===== src/verilog/ckdrc_cfg.svh =====
// Offsets, field positions, reset values for the clock divider reset control.
// Assumes 8-bit registers reached over the device's own control port.
`ifndef CKDRC_CFG_SVH
`define CKDRC_CFG_SVH

`define CKDRC_OFS_SERIAL_DIR     8'h09
`define CKDRC_OFS_DSP_INPUT      8'h0A
`define CKDRC_OFS_DIV_RESETS     8'h0C
`define CKDRC_OFS_CLK_SOURCE     8'h0D

`define CKDRC_BIT_DSP_INPUT      7
`define CKDRC_BIT_DSP_REL        6
`define CKDRC_BIT_DAC_REL        5
`define CKDRC_BIT_NCP_REL        4
`define CKDRC_BIT_OSR_REL        3
`define CKDRC_BIT_SYN_REL        2
`define CKDRC_BIT_BCK_REL        1
`define CKDRC_BIT_FRM_REL        0
`define CKDRC_BIT_STATUS         6
`define CKDRC_BIT_BCK_OE         4
`define CKDRC_PLL_REF_HI         5
`define CKDRC_PLL_REF_LO         4
`define CKDRC_DSP_SRC_HI         2
`define CKDRC_DSP_SRC_LO         0

`define CKDRC_RST_DSP_INPUT      1'h0
`define CKDRC_RST_DIV_RESETS     7'h7D
`define CKDRC_RST_PLL_REF        2'h0
`define CKDRC_RST_DSP_SRC        3'h0
`define CKDRC_RST_BCK_OE         1'h0
`define CKDRC_DSP_SRC_LAST       3'h5

`endif


===== src/verilog/ckdrc_pkg.sv =====
// Types shared by the clock divider reset control.
// Assumes ckdrc_cfg.svh holds the register offsets, field positions and reset values.
package ckdrc_pkg;

  typedef enum logic [2:0] {
    CKDRC_DSP_AUTO,
    CKDRC_DSP_PLL,
    CKDRC_DSP_OSC,
    CKDRC_DSP_MCLK,
    CKDRC_DSP_BCLK,
    CKDRC_DSP_GPIO
  } ckdrc_dsp_src_type;

  typedef enum logic [1:0] {
    CKDRC_REF_MCLK,
    CKDRC_REF_BCLK,
    CKDRC_REF_OSC,
    CKDRC_REF_GPIO
  } ckdrc_pll_ref_type;

endpackage : ckdrc_pkg


===== src/verilog/ckdrc_top.sv =====
// Clock divider reset and clock source control registers.
// Assumes a host register port on clk; frame_start and auto_setup_ref come
// from logic on clk, auto_setup_active and status_flag_pin from outside.
`timescale 1ns/1ps
`include "ckdrc_cfg.svh"

// Notes on behaviour
// - Host-written top bit of DSP input register drives the DSP input port.
// - DSP divider release low holds DSP divider reset; resets to one.
// - DAC divider release low stops DAC clock and derivatives; resets one.
// - Charge-pump release low stops oversampling clock divider; resets one.
// - Either sync release cleared stops DAC clocks immediately.
// - Both sync releases set restart dividers at next frame start.
// - Master bit-clock divider held while its release is low; resets zero.
// - Master frame-clock divider held while its release is low; resets one.
// - PLL reference choice is overridden while auto clock setup runs.
// - DSP source picks one of six clocks; reserved codes mute it.
// - Bit-clock output enable makes the device drive the bit clock.
module ckdrc_top #(
  parameter int ADDR_W = 8,
  parameter int DATA_W = 8
) (
  input  wire logic                       clk,
  input  wire logic                       rst_n,
  input  wire logic [ADDR_W-1:0]          reg_addr,
  input  wire logic [DATA_W-1:0]          reg_wdata,
  input  wire logic                       reg_we,
  input  wire logic                       reg_re,
  output logic      [DATA_W-1:0]          reg_rdata,
  input  wire logic                       frame_start,
  input  wire logic                       auto_setup_active,
  input  wire ckdrc_pkg::ckdrc_pll_ref_type auto_setup_ref,
  input  wire logic                       status_flag_pin,
  input  wire logic                       master_bitclk_gen,
  input  wire logic                       bitclk_in,
  output logic                            bitclk_out,
  output logic                            bitclk_oe_n,
  output logic                            bitclk_seen,
  output logic                            dsp_host_input_bit,
  output logic                            dsp_div_run,
  output logic                            dac_div_run,
  output logic                            osr_div_run,
  output logic                            master_bitclk_div_run,
  output logic                            master_frameclk_div_run,
  output ckdrc_pkg::ckdrc_pll_ref_type    pll_ref_eff,
  output ckdrc_pkg::ckdrc_dsp_src_type    dsp_src_eff,
  output logic                            dsp_clk_mute
);
  import ckdrc_pkg::*;

  // Refused at elaboration: the bit map assumes byte registers
  if (DATA_W != 8 || ADDR_W < 8) begin : g_bad_width
    $error("ckdrc_top: needs DATA_W of 8 and ADDR_W of at least 8");
  end

  ////////////////////////////////////////////////////////////////////////////
  // Register storage
  logic        dsp_in_reg;
  logic [6:0]  div_rel_reg;
  logic [1:0]  pll_ref_reg;
  logic [2:0]  dsp_src_reg;
  logic        bck_oe_reg;
  logic        sync_run_reg;
  logic [1:0]  auto_sync_reg;
  logic [1:0]  stat_sync_reg;
  logic [1:0]  bclk_sync_reg;

  wire hit_dir = reg_addr == ADDR_W'(`CKDRC_OFS_SERIAL_DIR);
  wire hit_dsp = reg_addr == ADDR_W'(`CKDRC_OFS_DSP_INPUT);
  wire hit_div = reg_addr == ADDR_W'(`CKDRC_OFS_DIV_RESETS);
  wire hit_src = reg_addr == ADDR_W'(`CKDRC_OFS_CLK_SOURCE);

  // Reserved bits are not stored, so writes to them do nothing
  always_ff @(posedge clk or negedge rst_n) begin
    if (!rst_n) begin
      dsp_in_reg  <= `CKDRC_RST_DSP_INPUT;
      div_rel_reg <= `CKDRC_RST_DIV_RESETS;
      pll_ref_reg <= `CKDRC_RST_PLL_REF;
      dsp_src_reg <= `CKDRC_RST_DSP_SRC;
      bck_oe_reg  <= `CKDRC_RST_BCK_OE;
    end else if (reg_we) begin
      if (hit_dsp)
        dsp_in_reg <= reg_wdata[`CKDRC_BIT_DSP_INPUT];
      if (hit_div)
        div_rel_reg <= reg_wdata[6:0];
      if (hit_src) begin
        pll_ref_reg <= reg_wdata[`CKDRC_PLL_REF_HI:`CKDRC_PLL_REF_LO];
        dsp_src_reg <= reg_wdata[`CKDRC_DSP_SRC_HI:`CKDRC_DSP_SRC_LO];
      end
      if (hit_dir)
        bck_oe_reg <= reg_wdata[`CKDRC_BIT_BCK_OE];
    end
  end

  ////////////////////////////////////////////////////////////////////////////
  // Pin synchronisers; only stage 1 is read by logic
  always_ff @(posedge clk or negedge rst_n) begin
    if (!rst_n) begin
      auto_sync_reg <= 2'h0;
      stat_sync_reg <= 2'h0;
      bclk_sync_reg <= 2'h0;
    end else begin
      auto_sync_reg <= {auto_sync_reg[0], auto_setup_active};
      stat_sync_reg <= {stat_sync_reg[0], status_flag_pin};
      bclk_sync_reg <= {bclk_sync_reg[0], bitclk_in};
    end
  end

  ////////////////////////////////////////////////////////////////////////////
  // Readback: one cycle after reg_re; unmapped addresses read zero
  wire [7:0] rd_dir = {3'h0, bck_oe_reg, 4'h0};
  wire [7:0] rd_dsp = {dsp_in_reg, 7'h00};
  wire [7:0] rd_div = {1'h0, div_rel_reg};
  wire [7:0] rd_src = {1'h0, stat_sync_reg[1], pll_ref_reg,
                       1'h0, dsp_src_reg};
  wire [7:0] rd_mux = hit_dir ? rd_dir :
                      hit_dsp ? rd_dsp :
                      hit_div ? rd_div :
                      hit_src ? rd_src : 8'h00;

  always_ff @(posedge clk or negedge rst_n) begin
    if (!rst_n)
      reg_rdata <= 8'h00;
    else if (reg_re)
      reg_rdata <= rd_mux;
  end

  ////////////////////////////////////////////////////////////////////////////
  // Clock synchroniser: stop at once, restart on a frame boundary
  wire sync_rel = div_rel_reg[`CKDRC_BIT_OSR_REL] &
                  div_rel_reg[`CKDRC_BIT_SYN_REL];
  wire sync_run_next = !sync_rel ? 1'b0 :
                       frame_start ? 1'b1 : sync_run_reg;

  always_ff @(posedge clk or negedge rst_n) begin
    if (!rst_n)
      sync_run_reg <= 1'b1;
    else
      sync_run_reg <= sync_run_next;
  end

  ////////////////////////////////////////////////////////////////////////////
  // Effective source selects
  wire [1:0] pll_ref_next = auto_sync_reg[1] ? auto_setup_ref
                                             : pll_ref_reg;
  wire       dsp_mute_next = dsp_src_reg > `CKDRC_DSP_SRC_LAST;
  wire [2:0] dsp_src_next = dsp_mute_next ? 3'h0 : dsp_src_reg;
  wire       master_run = div_rel_reg[`CKDRC_BIT_BCK_REL];

  always_ff @(posedge clk or negedge rst_n) begin
    if (!rst_n) begin
      dsp_host_input_bit      <= 1'b0;
      dsp_div_run             <= 1'b1;
      dac_div_run             <= 1'b1;
      osr_div_run             <= 1'b1;
      master_bitclk_div_run   <= 1'b0;
      master_frameclk_div_run <= 1'b1;
      pll_ref_eff             <= CKDRC_REF_MCLK;
      dsp_src_eff             <= CKDRC_DSP_AUTO;
      dsp_clk_mute            <= 1'b0;
      bitclk_out              <= 1'b0;
      bitclk_oe_n             <= 1'b1;
      bitclk_seen             <= 1'b0;
    end else begin
      dsp_host_input_bit      <= dsp_in_reg;
      dsp_div_run             <= div_rel_reg[`CKDRC_BIT_DSP_REL];
      dac_div_run             <= div_rel_reg[`CKDRC_BIT_DAC_REL]
                                 & sync_run_next;
      osr_div_run             <= div_rel_reg[`CKDRC_BIT_NCP_REL];
      master_bitclk_div_run   <= master_run;
      master_frameclk_div_run <= div_rel_reg[`CKDRC_BIT_FRM_REL];
      pll_ref_eff             <= ckdrc_pll_ref_type'(pll_ref_next);
      dsp_src_eff             <= ckdrc_dsp_src_type'(dsp_src_next);
      dsp_clk_mute            <= dsp_mute_next;
      // Held divider drives a steady low rather than a runt edge
      bitclk_out              <= master_bitclk_gen & master_run;
      bitclk_oe_n             <= !bck_oe_reg;
      bitclk_seen             <= bclk_sync_reg[1];
    end
  end
endmodule : ckdrc_top


===== config.mk =====
export PLATFORM = sky130hd
export DESIGN_NAME = ckdrc_top
export DESIGN_NICKNAME = d
export VERILOG_FILES = /design/src/verilog/ckdrc_pkg.sv /design/src/verilog/ckdrc_top.sv
export VERILOG_INCLUDE_DIRS = /design/src /design/src/verilog
export SDC_FILE = /design/constraint.sdc
export NUM_CORES = 1
export LEC_CHECK = 0
export BUFFER_PORTS_ARGS = -buffer_cell sky130_fd_sc_hd__buf_2
export CAP_MARGIN = 10
export CORE_MARGIN = 2
export CORE_UTILIZATION = 50
export CTS_CLUSTER_DIAMETER = 200
export DETAILED_ROUTE_END_ITERATION = 7
export PLACE_DENSITY = 0.86
export SYNTH_ARGS = -nofsm -noshare
export SYNTH_HDL_FRONTEND = slang
export SYNTH_SLANG_ARGS = --single-unit

===== constraint.sdc =====
create_clock -name clk -period 2.15 [get_ports clk]
set_clock_uncertainty 0.1 [all_clocks]
set_input_delay 0.215 -clock clk [delete_from_list [all_inputs] [get_ports clk]]
set_output_delay 0.215 -clock clk [all_outputs]
set_load 0.05 [all_outputs]

==> summary.txt <==
Syn Area/Cell: 14.51 sq um
CP startpoint kind: primary input
Clock power share: 41.4%
Nets: 210
Asr flop ratio synth: 100.0%
CTS root buffer: clkbuf_4
Cell depth of the worst setup path: 4
Final Max Slew Viols: 0
Fin Setup TNS: 0 ns
Area leader, netlist: dfrtp_1
Die Area: 3846 sq um
Crit path kind: primary input to register
DRT Pass-1 Iters: 4
Vias in the first global route: 1,082
Logic pwr share: 9.3%
CP Capture Type: register
Clk buf depth: 2
WP buf/inv: 1
Initial DRC Count: 30
P&R area growth vs syn: 33.16%
CTS Buf Count: 5
H-tree depth: 2
RD Place Congestion: 0.8192
Arrival time worst endpoint: 1.88 ns
#FFs+latches synth: 44
All-Layer GR Usage: 18.39%
Slowest stage delay, CP: 0.68 ns
Max Fanout on Critical Path: 5
Slew margin rel.: 65.03%
Post-CTS Setup Repair Bufs: 0
Post-synth design cell area: 1683 sq um
Worst Path Required: 2.30 ns
Max cap viols: 0
Slowest cell on crit path: or4_1
Die Height: 62.02 um
Min-Delay Startpoint: reg_wdata[4]
Final-report hold violation count: 0
Initial antenna violation count: 0
Worst reg2reg path depth: 3
Clk sinks: 44
Worst-path clk slew: 0.13 ns
Synth Flop Type: dfrtp_1
Placeable Area: 3284 sq um
Pwr/cell area: 797.4 nW/um^2
Util after Layout: 68.23%
Yosys top cell area share: 47.58%
Largest net degree at the start of global routing: 45
Largest register FFs: 8
CP top delay family: simple AND/OR/NAND/NOR gates
Die Span X: 62.02 um
WHS Path Cells: 2
Skew-Pair Late Insertion Delay: 0.35 ns
DP HPWL: 2232 um
Starting Density: 51.24%
Antenna Nets Post-Route: 0
Diode count: 0
Sw frac: 21.02%
Leakage Power: 1.106 nW
CTS Hold Bufs: 14
Residual DRC count: 0
Worst path cell trace: buf_2, or4_1, nor4b_4, mux2_2
Fmax: 577.6 MHz
Internal power: 1.411 mW
Post-synthesis cell type count: 27
Final worst-path cycle share: 80.52%
Share of cells above drive strength 1: 51.63%
RSZ-0062 raised after global routing: no
CTS tree: yes
Min-Delay Path Class: primary input to register
RR Startpoint: div_rel_reg[4]
Ys Warns: 0
Total wire length: 3256 um
Worst-Margin Slew: 0.5246 ns
Sw Pwr: 375.7 uW
Top Ports: 50
Peak supply drop: 0.4525 mV
Fin area: 2241 sq um
Total gr overflow: 0
Reg power frac: 49.3%
CP startpoint: reg_addr[5]
WL per Instance: 14.16 um
Cell with the most instances after synthesis: dfrtp_1
Setup violation total in the final timing report: 0
Synth top cells by count: 32 x dfrtp_1, 21 x mux2_2, 12 x dfstp_2
Post-synthesis sequential area ratio: 66.32%
Vias: 1,159
Synth top area cells: dfrtp_1 48%, dfstp_2 19%, mux2_2 14%, o22ai_1 2.2%, inv_1 2.0%
Row count: 21
Tmin final: 1.731 ns
Vias per cell: 5.039
Global-route wire length before repair: 4871 um
Status: finished, final reports clean
Post-synth EDFFs: 0
Cells after Synth: 116
# resized after CTS: 0
Hold_ws: 0.03615 ns
Port Buf Inserts: 49
Cell area after placement: 1973 sq um
Syn Nets: 143
-- cells by family after synthesis --
logic type / Yosys count / synth area share [%]
compound gates: 10 / 4.164
buf+inv: 14 / 3.643
flops: 44 / 66.32
mux: 22 / 14.65
simple gates: 26 / 11.23
-- power by group through the flow --
stage,Combinational [mW],Clock [mW],Sequential (mW)
after detailed placement,0.147,0,0.895
after global placement,0.143,0,0.893
after floorplan,0.0433,0,0.933
final,0.166,0.741,0.880
after CTS,0.168,0.757,0.880
after global routing,0.179,0.786,0.885
-- cell type report --
class                           instances  area, sq um
Clock buffer                            5        37.54
Clock inverter                          3        90.09
Fill cell                             237         1044
Inverter                                9        33.78
Multi-Input combinational cell         58        505.5
Sequential cell                        44         1116
Tap cell                               46        57.56
Timing Repair Buffer                   65        400.4
-- layout by cell type (no fill, tap or decap), types with 2 or more instances in the layout --
| cell type | Yosys | layout |
|---|---|---|
| buf_2 | 1 | 49 |
| nor4_1 | 2 | 2 |
| nand3_1 | 3 | 3 |
| nor2b_1 | 3 | 3 |
| bufinv_16 | 0 | 3 |
| buf_4 | 0 | 2 |
| dfrtp_1 | 32 | 32 |
| mux2_2 | 21 | 21 |
| nand2_1 | 6 | 6 |
| and2_1 | 3 | 3 |
| inv_1 | 9 | 9 |
| o22ai_1 | 6 | 6 |
| dfstp_2 | 12 | 12 |
| dlygate4sd3_1 | 0 | 14 |
| clkbuf_4 | 0 | 5 |
-- metrics by stage --
stage	worst slack (ns)	total power [mW]	std cells
2_1_floorplan	0.2504	0.9764	116
3_3_place_gp	0.1111	1.035	208
3_5_place_dp	0.01898	1.042	208
4_1_cts	0.4178	1.805	230
5_1_grt	0.3942	1.850	230
6_report	0.4188	1.787	230
-- worst reg2reg max path: stages, from the launching register on --
cell and delay [ns]:
dfstp_2 0.57, mux2i_1 0.07, a2bb2oi_1 0.15, o32ai_1 0.24
-- per-layer routing --
layer	track usage, %	wire, um	part of all wire, %
met1	22.72	1370	42
met2	29.76	1670	51
met3	5.590	158	4.9
met4	8.207	57	1.8
met5	0	0	0
-- final timing paths --
path	to	slack [ns]
setup / recovery	pll_ref_reg[0]	0.42
hold / removal	bck_oe_reg	0.04
setup reg to reg	reg_rdata[4]	0.92
hold reg to reg	bitclk_seen	0.26
max in group asynchronous	div_rel_reg[3]	1.22
min in group asynchronous	reg_rdata[2]	0.35
No activity file was read; power rests on OpenSTA's default activity.
